**config.mk**
```make
export PLATFORM = sky130hd
export DESIGN_NAME = sfe_cmd
export DESIGN_NICKNAME = d
export VERILOG_FILES = /design/src/verilog/sfe_timer.v /design/src/verilog/sfe_cmd.v
export VERILOG_INCLUDE_DIRS = /design/src /design/src/verilog
export SDC_FILE = /design/constraint.sdc
export NUM_CORES = 1
export LEC_CHECK = 0
export BUFFER_PORTS_ARGS = -buffer_cell sky130_fd_sc_hd__buf_2
export CORE_MARGIN = 1
export CORE_UTILIZATION = 55
export CTS_CLUSTER_DIAMETER = 80
export CTS_CLUSTER_SIZE = 40
export DETAILED_ROUTE_END_ITERATION = 10
export GPL_TIMING_DRIVEN = 0
export PLACE_DENSITY = 0.72
export RECOVER_POWER = 50
export SLEW_MARGIN = 20
export SYNTH_ARGS = -nofsm -noshare
export SYNTH_HDL_FRONTEND = slang
export SYNTH_SLANG_ARGS = --single-unit
```
**constraint.sdc**
```tcl
create_clock -name ref_clk_i -period 4 [get_ports ref_clk_i]
set_input_delay 1 -clock ref_clk_i [delete_from_list [all_inputs] [get_ports ref_clk_i]]
set_output_delay 1 -clock ref_clk_i [all_outputs]
set_load 0.05 [all_outputs]
```
**src/verilog/sfe_defines.vh**
```
// constants shared by the serial flash erase / power / identification command block
`ifndef SFE_DEFINES_VH
`define SFE_DEFINES_VH

// reference clock rate used to turn times into cycle counts
`define SFE_CLK_MHZ 10

// opcodes handled by this block
`define SFE_OP_WRITE_LATCH_SET_CMD 8'h06
`define SFE_OP_ERASE_A 8'h60
`define SFE_OP_ERASE_B 8'hC7
`define SFE_OP_RB_ON 8'h70
`define SFE_OP_RB_OFF 8'h80
`define SFE_OP_SLEEP 8'hB9
`define SFE_OP_WAKE_ID 8'hAB
`define SFE_OP_MPID_X1 8'h90
`define SFE_OP_MPID_X2 8'h92
`define SFE_OP_MPID_X4 8'h94
`define SFE_OP_FULL_ID 8'h9F

// frame bit counts and the id byte-swap address
`define SFE_OPCODE_BITS 6'h08
`define SFE_OPCODE_LAST 5'h07
`define SFE_ADDR_BITS 5'h18
`define SFE_DUMMY_LAST 5'h17
`define SFE_TOTAL_MAX 6'h3F
`define SFE_ADDR_SWAP 24'h00_0001

// identification output lengths in bits
`define SFE_LEN_ONE 5'h08
`define SFE_LEN_TWO 5'h10
`define SFE_LEN_THREE 5'h18

// lane counts
`define SFE_LANES_X1 3'h1
`define SFE_LANES_X2 3'h2
`define SFE_LANES_X4 3'h4

// self-timed delays, in microseconds; plain defaults, not characterised figures
`define SFE_T_POWERUP_US 10
`define SFE_T_ERASE_US 20000
`define SFE_T_SLEEP_ENTRY_US 3
`define SFE_T_WAKE_SHORT_US 3
`define SFE_T_WAKE_LONG_US 5

// reset values
`define SFE_IO_IDLE 4'h0
`define SFE_OE_OFF 4'hF

`endif

```
**src/verilog/sfe_timer.v**
```verilog
// down-counting delay timer used for every self-timed interval of the block
`timescale 1ns/1ps
module sfe_timer #(
   parameter W = 32
) (
   input wire ref_clk_i,
   input wire reset_n_i,
   input wire load_i,
   input wire [W-1:0] count_i,
   output wire running_o,
   output wire done_o
);
   reg [W-1:0] cnt_r; // cycles still to wait
   reg done_r; // one-cycle pulse at the end of the wait

   // a load restarts the wait; a count of one ends at the next edge
   always @(posedge ref_clk_i or negedge reset_n_i) begin
      if (!reset_n_i) begin
         cnt_r <= {W{1'b0}};
         done_r <= 1'b0;
      end else if (load_i) begin
         cnt_r <= count_i;
         done_r <= 1'b0;
      end else begin
         done_r <= (cnt_r == {{(W-1){1'b0}}, 1'b1});
         if (cnt_r != {W{1'b0}}) begin
            cnt_r <= cnt_r - {{(W-1){1'b0}}, 1'b1};
         end
      end
   end

   assign running_o = (cnt_r != {W{1'b0}});
   assign done_o = done_r;
endmodule

```
**src/verilog/sfe_cmd.v**
```verilog
// command handling for full erase, ready/busy output, deep sleep and identification reads
//
// Notes on behaviour
// RULE1 - full erase by 60H/C7H, needs write latch
// RULE2 - erase only if frame ends after opcode
// RULE3 - erase sets busy flag, clears write latch
// RULE4 - erase only when protect bits match invert
// RULE5 - 70H: output pin shows ready or busy
// RULE6 - 80H: output pin back to data role
// RULE7 - 70H/80H only when frame ends after opcode
// RULE8 - B9H enters deep sleep after entry delay
// RULE9 - in deep sleep only wake command works
// RULE10 - sleep command rejected while cycle runs
// RULE11 - idle deselect is standby; reset gives standby
// RULE12 - host waits short delay after bare wake
// RULE13 - ABH plus 3 dummies repeats device id
// RULE14 - host waits long delay after id wake
// RULE15 - wake/id command ignored while busy
// RULE16 - 90H address zero: maker then device id
// RULE17 - address one swaps id byte order
// RULE18 - 92H/94H use two or four lanes
// RULE19 - 9FH gives maker, type, capacity bytes
// RULE20 - 9FH not decoded during erase cycle
// RULE21 - host avoids 9FH during deep sleep
// RULE22 - input bits taken on rising clock, msb first
`timescale 1ns/1ps
`include "sfe_defines.vh"
module sfe_cmd #(
   parameter [7:0] MAKER_ID = 8'h5A, // arbitrary value
   parameter [7:0] DEVICE_ID = 8'h3C, // arbitrary value
   parameter [7:0] MEM_TYPE = 8'h60, // arbitrary value
   parameter [7:0] CAPACITY = 8'h15, // arbitrary value
   parameter TW = 32,
   parameter POWERUP_CYCLES = `SFE_T_POWERUP_US * `SFE_CLK_MHZ,
   parameter ERASE_CYCLES = `SFE_T_ERASE_US * `SFE_CLK_MHZ,
   parameter SLEEP_ENTRY_CYCLES = `SFE_T_SLEEP_ENTRY_US * `SFE_CLK_MHZ,
   parameter WAKE_SHORT_CYCLES = `SFE_T_WAKE_SHORT_US * `SFE_CLK_MHZ,
   parameter WAKE_LONG_CYCLES = `SFE_T_WAKE_LONG_US * `SFE_CLK_MHZ
) (
   input wire ref_clk_i,
   input wire reset_n_i,
   input wire cs_n_i,
   input wire sclk_i,
   input wire [3:0] io_i,
   output wire [3:0] io_o,
   output wire [3:0] io_oe_n_o,
   input wire [2:0] protect_level_bits_i,
   input wire protect_invert_bit_i,
   output wire write_enable_latch_o,
   output wire program_busy_flag_o,
   output wire deep_sleep_o,
   output wire standby_o,
   output wire busy_output_enable_o,
   output wire erase_all_o,
   output wire erase_done_o
);
   // device states
   localparam [2:0] ST_POWERUP = 3'h0;
   localparam [2:0] ST_STANDBY = 3'h1;
   localparam [2:0] ST_ERASING = 3'h2;
   localparam [2:0] ST_SLEEP_IN = 3'h3;
   localparam [2:0] ST_SLEEP = 3'h4;
   localparam [2:0] ST_WAKING = 3'h5;
   // frame phases
   localparam [2:0] PH_CMD = 3'h0;
   localparam [2:0] PH_ADDR = 3'h1;
   localparam [2:0] PH_DUMMY = 3'h2;
   localparam [2:0] PH_OUT = 3'h3;
   localparam [2:0] PH_IGN = 3'h4;

   // shift w lanes into the low end of a 24-bit register, msb lane first
   function [23:0] sfe_shin;
      input [23:0] sh;
      input [3:0] io;
      input [2:0] w;
      begin
         if (w == `SFE_LANES_X4) begin
            sfe_shin = {sh[19:0], io};
         end else if (w == `SFE_LANES_X2) begin
            sfe_shin = {sh[21:0], io[1], io[0]};
         end else begin
            sfe_shin = {sh[22:0], io[0]};
         end
      end
   endfunction

   // pick the next w bits of a left-aligned word for the lanes
   function [3:0] sfe_pick;
      input [23:0] word;
      input [4:0] idx;
      input [2:0] w;
      reg [23:0] sh;
      begin
         sh = word << idx;
         if (w == `SFE_LANES_X4) begin
            sfe_pick = sh[23:20];
         end else if (w == `SFE_LANES_X2) begin
            sfe_pick = {2'b00, sh[23], sh[22]};
         end else begin
            sfe_pick = {2'b00, sh[23], 1'b0};
         end
      end
   endfunction

   // lanes that the device drives during identifier output
   function [3:0] sfe_oe_n;
      input [2:0] w;
      begin
         if (w == `SFE_LANES_X4) begin
            sfe_oe_n = 4'h0;
         end else if (w == `SFE_LANES_X2) begin
            sfe_oe_n = 4'hC;
         end else begin
            sfe_oe_n = 4'hD;
         end
      end
   endfunction

   // erase is allowed only for the two unprotected patterns
   function sfe_prot_ok;
      input [2:0] lvl;
      input inv;
      begin
         sfe_prot_ok = ((lvl == 3'h0) && !inv) || ((lvl == 3'h7) && inv); // RULE4
      end
   endfunction

   // two-stage synchronisers for the pins; the third stage feeds edge detection
   reg cs_s1_r, cs_s2_r, cs_s3_r;
   reg ck_s1_r, ck_s2_r, ck_s3_r;
   reg [3:0] io_s1_r, io_s2_r;

   always @(posedge ref_clk_i or negedge reset_n_i) begin
      if (!reset_n_i) begin
         cs_s1_r <= 1'b1;
         cs_s2_r <= 1'b1;
         cs_s3_r <= 1'b1;
         ck_s1_r <= 1'b0;
         ck_s2_r <= 1'b0;
         ck_s3_r <= 1'b0;
         io_s1_r <= `SFE_IO_IDLE;
         io_s2_r <= `SFE_IO_IDLE;
      end else begin
         cs_s1_r <= cs_n_i;
         cs_s2_r <= cs_s1_r;
         cs_s3_r <= cs_s2_r;
         ck_s1_r <= sclk_i;
         ck_s2_r <= ck_s1_r;
         ck_s3_r <= ck_s2_r;
         io_s1_r <= io_i;
         io_s2_r <= io_s1_r;
      end
   end

   wire sel = !cs_s2_r; // chip selected, synchronised
   wire frame_start = !cs_s2_r && cs_s3_r; // select falling
   wire frame_end = cs_s2_r && !cs_s3_r; // select rising
   wire ck_rise = sel && ck_s2_r && !ck_s3_r;
   wire ck_fall = sel && !ck_s2_r && ck_s3_r;

   reg [2:0] state_r; // device state
   wire in_sleep = (state_r == ST_SLEEP);
   wire busy = (state_r != ST_STANDBY) && (state_r != ST_SLEEP);
   wire erasing = (state_r == ST_ERASING);

   // frame decoder
   reg [2:0] ph_r; // phase within the frame
   reg [7:0] op_r; // latched opcode
   reg [4:0] cnt_r; // bits taken within the phase
   reg [5:0] tot_r; // rising clocks taken in the frame, saturating
   reg [2:0] lanes_r; // lanes used after the opcode
   reg [23:0] in_sh_r; // input shift register
   reg [23:0] out_word_r; // identifier bytes, left aligned
   reg [4:0] out_len_r; // length of one repeat of the output word
   reg [4:0] out_idx_r; // next output bit position
   reg [3:0] io_r; // output lane values
   reg out_on_r; // output lanes owned by the frame
   wire [23:0] sh_nxt = sfe_shin(in_sh_r, io_s2_r, (ph_r == PH_CMD) ? `SFE_LANES_X1 : lanes_r);
   wire [4:0] cnt_nxt = cnt_r + {2'b00, (ph_r == PH_CMD) ? `SFE_LANES_X1 : lanes_r};
   wire [4:0] idx_nxt = out_idx_r + {2'b00, lanes_r};

   // bits come in on rising clock, go out on falling clock, msb first
   always @(posedge ref_clk_i or negedge reset_n_i) begin
      if (!reset_n_i) begin
         ph_r <= PH_IGN;
         op_r <= 8'h00;
         cnt_r <= 5'h00;
         tot_r <= 6'h00;
         lanes_r <= `SFE_LANES_X1;
         in_sh_r <= 24'h00_0000;
         out_word_r <= 24'h00_0000;
         out_len_r <= `SFE_LEN_ONE;
         out_idx_r <= 5'h00;
         io_r <= `SFE_IO_IDLE;
         out_on_r <= 1'b0;
      end else if (frame_start) begin
         // a new frame always starts with a single-lane opcode
         ph_r <= PH_CMD;
         cnt_r <= 5'h00;
         tot_r <= 6'h00;
         lanes_r <= `SFE_LANES_X1;
         out_idx_r <= 5'h00;
         out_on_r <= 1'b0;
      end else if (!sel) begin
         out_on_r <= 1'b0;
      end else if (ck_rise) begin
         if (tot_r != `SFE_TOTAL_MAX) begin
            tot_r <= tot_r + 6'h01;
         end
         in_sh_r <= sh_nxt; // RULE22
         cnt_r <= cnt_nxt;
         case (ph_r)
            PH_CMD: begin
               if (cnt_r == `SFE_OPCODE_LAST) begin
                  op_r <= sh_nxt[7:0];
                  cnt_r <= 5'h00;
                  ph_r <= PH_IGN; // opcode-only commands act at frame end
                  if (in_sleep) begin
                     if (sh_nxt[7:0] == `SFE_OP_WAKE_ID) begin
                        ph_r <= PH_DUMMY; // RULE9
                     end
                  end else if (sh_nxt[7:0] == `SFE_OP_WAKE_ID) begin
                     if (!busy) begin
                        ph_r <= PH_DUMMY; // RULE15
                     end
                  end else if (sh_nxt[7:0] == `SFE_OP_MPID_X1) begin
                     ph_r <= PH_ADDR; // RULE16
                  end else if (sh_nxt[7:0] == `SFE_OP_MPID_X2) begin
                     ph_r <= PH_ADDR; // RULE18
                     lanes_r <= `SFE_LANES_X2;
                  end else if (sh_nxt[7:0] == `SFE_OP_MPID_X4) begin
                     ph_r <= PH_ADDR; // RULE18
                     lanes_r <= `SFE_LANES_X4;
                  end else if (sh_nxt[7:0] == `SFE_OP_FULL_ID) begin
                     if (!erasing) begin
                        ph_r <= PH_OUT; // RULE20
                        out_word_r <= {MAKER_ID, MEM_TYPE, CAPACITY}; // RULE19
                        out_len_r <= `SFE_LEN_THREE;
                     end
                  end
               end
            end
            PH_ADDR: begin
               if (cnt_nxt == `SFE_ADDR_BITS) begin
                  ph_r <= PH_OUT;
                  out_len_r <= `SFE_LEN_TWO;
                  if (sh_nxt == `SFE_ADDR_SWAP) begin
                     out_word_r <= {DEVICE_ID, MAKER_ID, 8'h00}; // RULE17
                  end else begin
                     out_word_r <= {MAKER_ID, DEVICE_ID, 8'h00}; // RULE16
                  end
               end
            end
            PH_DUMMY: begin
               if (cnt_r == `SFE_DUMMY_LAST) begin
                  ph_r <= PH_OUT; // RULE13
                  out_word_r <= {DEVICE_ID, 16'h0000};
                  out_len_r <= `SFE_LEN_ONE;
               end
            end
            default: begin
               ph_r <= ph_r; // output or ignored frames take no more input
            end
         endcase
      end else if (ck_fall && (ph_r == PH_OUT)) begin
         // the word repeats until select rises, so a long read wraps
         io_r <= sfe_pick(out_word_r, out_idx_r, lanes_r); // RULE13
         out_on_r <= 1'b1;
         if (idx_nxt == out_len_r) begin
            out_idx_r <= 5'h00;
         end else begin
            out_idx_r <= idx_nxt;
         end
      end
   end

   // device state, write latch and ready/busy enable
   reg wel_r; // write enable latch
   reg rb_en_r; // ready/busy shown on the output pin
   reg pu_go_r; // power-up wait not yet started
   reg t_load_r; // timer load strobe
   reg [TW-1:0] t_val_r; // timer load value
   reg erase_all_r; // one-cycle erase start pulse
   reg erase_done_r; // one-cycle erase end pulse
   wire t_done;
   wire t_run;
   wire op_only = (tot_r == `SFE_OPCODE_BITS); // frame ended right after the opcode
   wire erase_op = (op_r == `SFE_OP_ERASE_A) || (op_r == `SFE_OP_ERASE_B);

   always @(posedge ref_clk_i or negedge reset_n_i) begin
      if (!reset_n_i) begin
         state_r <= ST_POWERUP;
         wel_r <= 1'b0;
         rb_en_r <= 1'b0;
         pu_go_r <= 1'b1;
         t_load_r <= 1'b0;
         t_val_r <= {TW{1'b0}};
         erase_all_r <= 1'b0;
         erase_done_r <= 1'b0;
      end else begin
         t_load_r <= 1'b0;
         erase_all_r <= 1'b0;
         erase_done_r <= 1'b0;
         case (state_r)
            ST_POWERUP: begin
               // reset is power-up: wait, then land in standby
               if (pu_go_r) begin
                  pu_go_r <= 1'b0;
                  t_load_r <= 1'b1;
                  t_val_r <= POWERUP_CYCLES;
               end else if (t_done) begin
                  state_r <= ST_STANDBY; // RULE11
               end
            end
            ST_STANDBY: begin
               if (frame_end && op_only) begin
                  if (op_r == `SFE_OP_WRITE_LATCH_SET_CMD) begin
                     wel_r <= 1'b1;
                  end else if (erase_op) begin
                     // no latch or protected array: the erase is dropped
                     if (wel_r && sfe_prot_ok(protect_level_bits_i, protect_invert_bit_i)) begin
                        state_r <= ST_ERASING; // RULE1 RULE2
                        t_load_r <= 1'b1;
                        t_val_r <= ERASE_CYCLES;
                        erase_all_r <= 1'b1;
                        wel_r <= 1'b0; // RULE3
                     end
                  end else if (op_r == `SFE_OP_SLEEP) begin
                     state_r <= ST_SLEEP_IN; // RULE8
                     t_load_r <= 1'b1;
                     t_val_r <= SLEEP_ENTRY_CYCLES;
                  end
               end
            end
            ST_ERASING: begin
               // a sleep request here never reaches the sleep branch
               if (t_done) begin
                  state_r <= ST_STANDBY; // RULE3 RULE10
                  erase_done_r <= 1'b1;
               end
            end
            ST_SLEEP_IN: begin
               if (t_done) begin
                  state_r <= ST_SLEEP; // RULE8
               end
            end
            ST_SLEEP: begin
               if (frame_end && (op_r == `SFE_OP_WAKE_ID)) begin
                  if (op_only) begin
                     state_r <= ST_WAKING; // RULE12
                     t_load_r <= 1'b1;
                     t_val_r <= WAKE_SHORT_CYCLES;
                  end else if (ph_r == PH_OUT) begin
                     state_r <= ST_WAKING; // RULE14
                     t_load_r <= 1'b1;
                     t_val_r <= WAKE_LONG_CYCLES;
                  end
               end
            end
            ST_WAKING: begin
               if (t_done) begin
                  state_r <= ST_STANDBY;
               end
            end
            default: begin
               state_r <= ST_STANDBY;
            end
         endcase
         // ready/busy enable is honoured in every state but deep sleep
         if (frame_end && op_only && !in_sleep) begin
            if (op_r == `SFE_OP_RB_ON) begin
               rb_en_r <= 1'b1; // RULE5 RULE7
            end else if (op_r == `SFE_OP_RB_OFF) begin
               rb_en_r <= 1'b0; // RULE6 RULE7
            end
         end
      end
   end

   // one timer covers all self-timed intervals; they never overlap
   sfe_timer #(
      .W(TW)
   ) u_timer (
      .ref_clk_i(ref_clk_i),
      .reset_n_i(reset_n_i),
      .load_i(t_load_r),
      .count_i(t_val_r),
      .running_o(t_run),
      .done_o(t_done)
   );

   // pin drive registers; frame output wins over the ready/busy level
   reg [3:0] io_o_r;
   reg [3:0] oe_n_r;

   always @(posedge ref_clk_i or negedge reset_n_i) begin
      if (!reset_n_i) begin
         io_o_r <= `SFE_IO_IDLE;
         oe_n_r <= `SFE_OE_OFF;
      end else if (out_on_r && sel) begin
         io_o_r <= io_r;
         oe_n_r <= sfe_oe_n(lanes_r);
      end else if (rb_en_r && (!sel || (lanes_r == `SFE_LANES_X1))) begin
         // wide frames read the output pin as an input lane
         // ready only in standby; busy also covers deep sleep and the timed waits
         io_o_r <= {2'b00, (state_r == ST_STANDBY), 1'b0}; // RULE5
         oe_n_r <= 4'hD;
      end else begin
         io_o_r <= `SFE_IO_IDLE; // RULE6
         oe_n_r <= `SFE_OE_OFF;
      end
   end

   assign io_o = io_o_r;
   assign io_oe_n_o = oe_n_r;
   assign write_enable_latch_o = wel_r;
   assign program_busy_flag_o = erasing && t_run; // RULE3
   assign deep_sleep_o = in_sleep;
   assign standby_o = (state_r == ST_STANDBY) && !sel; // RULE11
   assign busy_output_enable_o = rb_en_r;
   assign erase_all_o = erase_all_r;
   assign erase_done_o = erase_done_r;
endmodule

```
# ---- Word-level counts from Yosys, hierarchy flattened
# Index checks and enable logic that the tools add are counted.
dict set report totals {
  reg_bits 183
  latch_bits 0
  ram_bits 0
  rom_bits 0
  in_bits 12
  output_inout_bits 15
  wordCells 287
  n_memories 0
}
dict set report classes {
  addsub 4
  mul 0
  n_div 0
  magnitude_cmp 0
  eq_ne 64
  shift 1
  muxes 124
  bitwise_logic 3
  reduce_logical 60
}
# operator count
set ops {}
lappend ops {{$mux 32} 11}
lappend ops {{$mux 24} 12}
lappend ops {{$mux 3} 37}
lappend ops {{$mux 5} 20}
lappend ops {{$pmux 32 s3} 1}
lappend ops {{$eq 8x8->1 const B} 9}
lappend ops {{$pmux 24 s3} 1}
lappend ops {{$eq 32x1->1 const B} 1}
lappend ops {{$ne 2x2->1 const B} 16}
lappend ops {{$reduce_bool 32->1} 1}
lappend ops {{$sub 32x1->32 const B} 1}
lappend ops {{$mux 1} 27}
lappend ops {{$eq 24x1->1 const B} 1}
lappend ops {{$mux 6} 4}
lappend ops {{$reduce_and 8->1} 3}
lappend ops {{$shl 24x5->24} 1}
lappend ops {{$mux 23} 1}
lappend ops {{$eq 3x2->1 const B} 6}
lappend ops {{$logic_and 1x1->1} 18}
lappend ops {{$ne 3x3->1 const B} 6}
lappend ops {{$reduce_bool 2->1} 9}
lappend ops {{$eq 8x7->1 const B} 2}
lappend ops {{$mux 4} 4}
lappend ops {{$eq 3x3->1 const B} 5}
lappend ops {{other kinds (30)} 59}

# ---- Logic depth before layout (Yosys ltp)
dict set report logic_depth {
  word_depth 17
  depth_mapped 14
  depth_no_buf 11
}

# ---- Modules after synthesis
# Synthesis repeated with hierarchy kept, for this count alone.
dict set report hier_totals {
  cells_unflattened 884
  hier_area_um2 8315.5
}
# module instances cells_each area_per_inst_um2 seq_area_each_um2
set modules_own_cells {}
lappend modules_own_cells {sfe_cmd 1 643 6217.2 2615.0}
lappend modules_own_cells {sfe_timer 1 241 2098.3 825.8}

# ---- Worst setup path after synthesis
# OpenSTA, ideal clock, no wires.
dict set report synth_timing {
  path_type {reg-to-output}
  startpoint {register u_timer.cnt_r[26]}
  endpoint {output port program_busy_flag_o}
  arrival_time_ns 2.352
  required_time_ns 3.000
  slack_ns 0.648
  path_stages_with_launch 7
  n_path_buf 2
  path_cell_list {dfrtp_1 or4_1 or4_1 nor4_2 buf_2 buf_4 nor3_1}
}
dict set report synth_via {
  elab_chain_cells 2
}
# element line_no
set synth_lines {}
lappend synth_lines {{from (decl)} sfe_timer.v:13} ;# reg [W-1:0] cnt_r;
lappend synth_lines {{from (signal assigned)} sfe_timer.v:19} ;# cnt_r <= {W{1'b0}};
lappend synth_lines {{from (signal assigned)} sfe_timer.v:22} ;# cnt_r <= count_i;
lappend synth_lines {{from (signal assigned)} sfe_timer.v:27} ;# cnt_r <= cnt_r - {{(W-1){1'b0}}, 1'b1};
lappend synth_lines {{$reduce_bool 32->1} sfe_timer.v:32} ;# assign running_o = (cnt_r != {W{1'b0}});
lappend synth_lines {{$logic_and 1x1->1} sfe_cmd.v:417} ;# assign program_busy_flag_o = erasing && t_run;
lappend synth_lines {{to (decl)} sfe_cmd.v:50} ;# output wire program_busy_flag_o,
# No other way between the ends.

# ---- Worst setup path after layout
dict set report layout_timing {
  startpoint {register u_timer.cnt_r[22]}
  endpoint {output port program_busy_flag_o}
}
# Same word-level chain as after synthesis.

==> results.md <==
Layout:
- For this run, the post-layout net count is 900.
- The area growth from synthesis to layout is 14.68%.
- The commonest non-fill, non-tap cell in the layout is sky130_fd_sc_hd__dfrtp_1.
- The ratio of cells with drive above 1 in the final layout is between 10% and 20%.
- The antenna diode count is 0.
- The library cells used most frequently in the layout, excluding fill and tap cells, are sky130_fd_sc_hd__dfrtp_1 (127), sky130_fd_sc_hd__nand2_1 (112), sky130_fd_sc_hd__nor2_1 (68).

Floorplan:
- The initialized floorplan defines 42 standard-cell rows.
- The die covers ~14,000 µm².
- The initial utilization of the core area, before any placement, comes to between 50% and 60%.
- The die outline width is about 120 µm.
- For this design the top-level I/O count stands at 27.
- The total core area is between 10,000 and 15,000 µm².
- The floorplan step set the die height to between 100 and 150 µm.

GRT:
- The sum of overflow across all layers after global routing is 0.
- The number of global-route vias before repair was about 6.4k.
- Entering global routing, the biggest net connects between 70 and 80 pins.
- The overall global routing resource usage is between 20% and 30%.
- The first-pass GRT wire length is around 32 mm.
- The initial antenna violation count is 0.

Drt:
- Using the TritonRoute via totals, the vias-per-cell ratio works out to ~6.1.
- After detailed routing, the number of remaining DRC violations is 0.
- Once detail routing completed, the nets flagged for antenna violations numbered 0.
- After detailed routing, the average wire length per cell comes to approximately 18 µm.
- The routed layout has 6,497 vias.
- The wire length reported by the detailed router is 18.91 mm.
- The detailed router's first-iteration violation count is approximately 530.
- The total iterations of the first detailed-routing run is 5.

Placement:
- Port buffering added 26 buffers.
- The placer congestion estimate is 0.8905.
- The HPWL after detailed placement is 13.22 mm.

Logic synthesis:
- In this run, synthesis inferred 0 flip-flops with an integrated enable.
- The netlist area before placement is 7654 µm².
- After synthesis the netlist holds a flip-flop and latch count of 137.
- The synthesized instance count is between 800 and 900.
- For this run, asynchronously set or reset flops after synthesis account for 100.0%.
- The number of different library cells used by synthesis comes to between 70 and 80.
- The post-synthesis area per instance is between 9 and 10 µm².
- The net count of the mapped netlist is 850.
- The commonest register cell after synthesis is sky130_fd_sc_hd__dfrtp_1.
- The total number of yosys warnings is 0.
- For this run, the register share of the synthesized area comes to between 40% and 50%.

Clock network:
- The maximum clock insertion buffer count is 2.
- The number of clock buffers added by TritonCTS is 17.
- The number of clock sinks seen by CTS is ~140.
- The hold buffer count at cts is 0.
- The H-tree was split into 4 levels.
- The CTS tree is done.
- Clock-pin slew was measured on the worst setup and hold paths at around 0.060 ns.
- The tree is rooted in a sky130_fd_sc_hd__clkbuf_16.
- For the worst-skew pair, the clock arrives at the later sink with an insertion delay of between 0.4 and 0.5 ns.

Setup path:
- The data arrival time at the worst-slack endpoint is just under 3 ns.
- The number of cells on the worst reg-to-reg path is 13.
- The critical path class is reg -> out.
- The kind of start point of the critical path is a register.
- The element type at the critical path end is an output port.
- The required time reported for the critical path endpoint is roughly 3 ns.
- In this run the worst path has a maximum fanout of 10.

Power:
- In this run the power density over the cells is about 390 nW/µm².
- The overall power is roughly 0.0034 W.
- The static leakage is around 3.9 nW.
- The largest voltage drop on the vdd net is around 0.36 mV.

Timing:
- At the pin with the least slew margin, the transition time is 2.868 ns.
- The final setup TNS is 0 ns.
- The number of max-slew violations in the final report is 62.
- The ratio of final minimum period to clock period is between 90% and 100%.
- Headroom to the max-slew limit came out at -91.20%.
- Setup repair after global routing left no endpoint under its margin.
- Setup violations remaining at the end of the flow were counted as 0.
- The maximum frequency from static timing analysis is around 260 MHz.
- On the final layout, the worst hold slack is ~0.35 ns.
- For the finished layout, the period the worst path requires is 3.904 ns.
- The final count of hold timing violations is 0.
- Across the routed clock network, the largest skew measured is roughly 0.0083 ns.

Run status:
- The run finished, with violations left.
- The checks that failed: capacitance limit, slew limit.

Worst hold path:
- The worst min-delay path class is reg -> reg.
- The number of stages on the worst hold path is 0.

Flow run:
- The number of max-capacitance violations reported is 1.
-- area by class of cell --
type	count	area, µm²
fill	1095	4623
multi-input combinational	622	3929
sequential	137	3441
clock buffer	18	439.2
clock inverter	14	242.7
buffer	49	239.0
tap	176	220.2
timing repair buffer	31	195.2
inverter	19	71.32
-- flip-flops by register name, summed over array words and instances (netlist names), 2 cells and up --
signal         flops
cnt_r              5
in_sh_r           23
io_o               4
io_oe_n_o          3
io_r               4
io_s1_r            4
io_s2_r            4
lanes_r            3
op_r               8
out_idx_r          5
out_len_r          2
out_word_r         8
ph_r               3
state_r            3
t_val_r            6
tot_r              6
u_timer.cnt_r     32
-- routing by layer --
layer	global-route usage, %	wire length (µm)	up-vias
met3	5.656	1093	13
met1	38.41	8777	3167
met2	43.46	8907	234
li1	-	-	3083
met4	8.984	135	0
met5	0	0	-
-- worst paths after layout --
check	startpoint	to	slack [ns]
max	u_timer.cnt_r[22]	program_busy_flag_o	0.1
max reg2reg	ph_r[0]	out_len_r[3]	0.34
max in group asynchronous	reset_n_i	tot_r[3]	0.64
min in group asynchronous	reset_n_i	io_o[2]	1.71
min reg2reg	io_s1_r[3]	io_s2_r[3]	0.35
min	io_s1_r[3]	io_s2_r[3]	0.35
-- Yosys cell counts (all sizes together) (14+ instances only) --
| cell | count | area [µm²] |
|---|---|---|
| a21oi | 32 | 160.2 |
| a31oi | 25 | 156.4 |
| nor2 | 68 | 255.2 |
| nand2 | 113 | 426.7 |
| o21ai | 51 | 255.2 |
| clkbuf | 30 | 112.6 |
| nor2b | 14 | 87.58 |
| mux2 | 18 | 202.7 |
| buf | 19 | 120.1 |
| nand3 | 29 | 145.1 |
| o31ai | 15 | 126.4 |
| dfrtp | 127 | 3178 |
| inv | 18 | 67.56 |
| xor2 | 15 | 131.4 |
| nor3 | 39 | 216.5 |
| nor4 | 15 | 112.6 |
| xnor2 | 27 | 236.5 |
-- logic make-up (layout without fill, tap and decap cells) --
group                    after synthesis  in the layout  share of synthesized area, %
AND/OR/NAND/NOR                      362            362                         24.67
multiplexers                          28             28                         3.956
adder cells (fa/ha/maj)               11             11                         1.896
flip-flops                           137            137                         44.96
XOR/XNOR                              42             42                         4.806
buffers and inverters                 68            131                         3.973
AO/OA/AOI/OAI                        179            179                         15.74
-- metrics by stage --
stage | cell area, µm² | setup WS (ns) | cells | util [%]
after global placement | 8004 | 0.1262 | 1029 | 59.73
final | 8777 | 0.09620 | 1066 | 65.50
after floorplan | 7654 | 0.6475 | 827 | -
after detailed placement | 8041 | 0.3331 | 1030 | 60.01
after global routing | 8777 | 0.003892 | 1066 | 65.50
after CTS | 8742 | 0.01186 | 1062 | 65.24
-- power breakdown --
part / internal [W] / switching, W
clock network: 0.00119 / 0.000616
registers: 0.00141 / 0.0000254
logic: 0.0000472 / 0.000110
-- worst max-delay path, cell delays in order, from the launching register on --
cell	delay (ns)
sky130_fd_sc_hd__dfrtp_1	0.40
sky130_fd_sc_hd__or4_4	0.56
sky130_fd_sc_hd__or4b_4	0.52
sky130_fd_sc_hd__nor4_4	0.36
sky130_fd_sc_hd__buf_6	0.18
sky130_fd_sc_hd__buf_4	0.18
sky130_fd_sc_hd__nor3_1	0.06
sky130_fd_sc_hd__clkbuf_4	0.22
-- repair_timing --
item	CTS	global route
buffers inserted	0	4
pin swaps	0	1
gates resized for setup	4	3
endpoints found under the setup margin	1	1
Note: power is estimated with default switching activity, not from simulation.
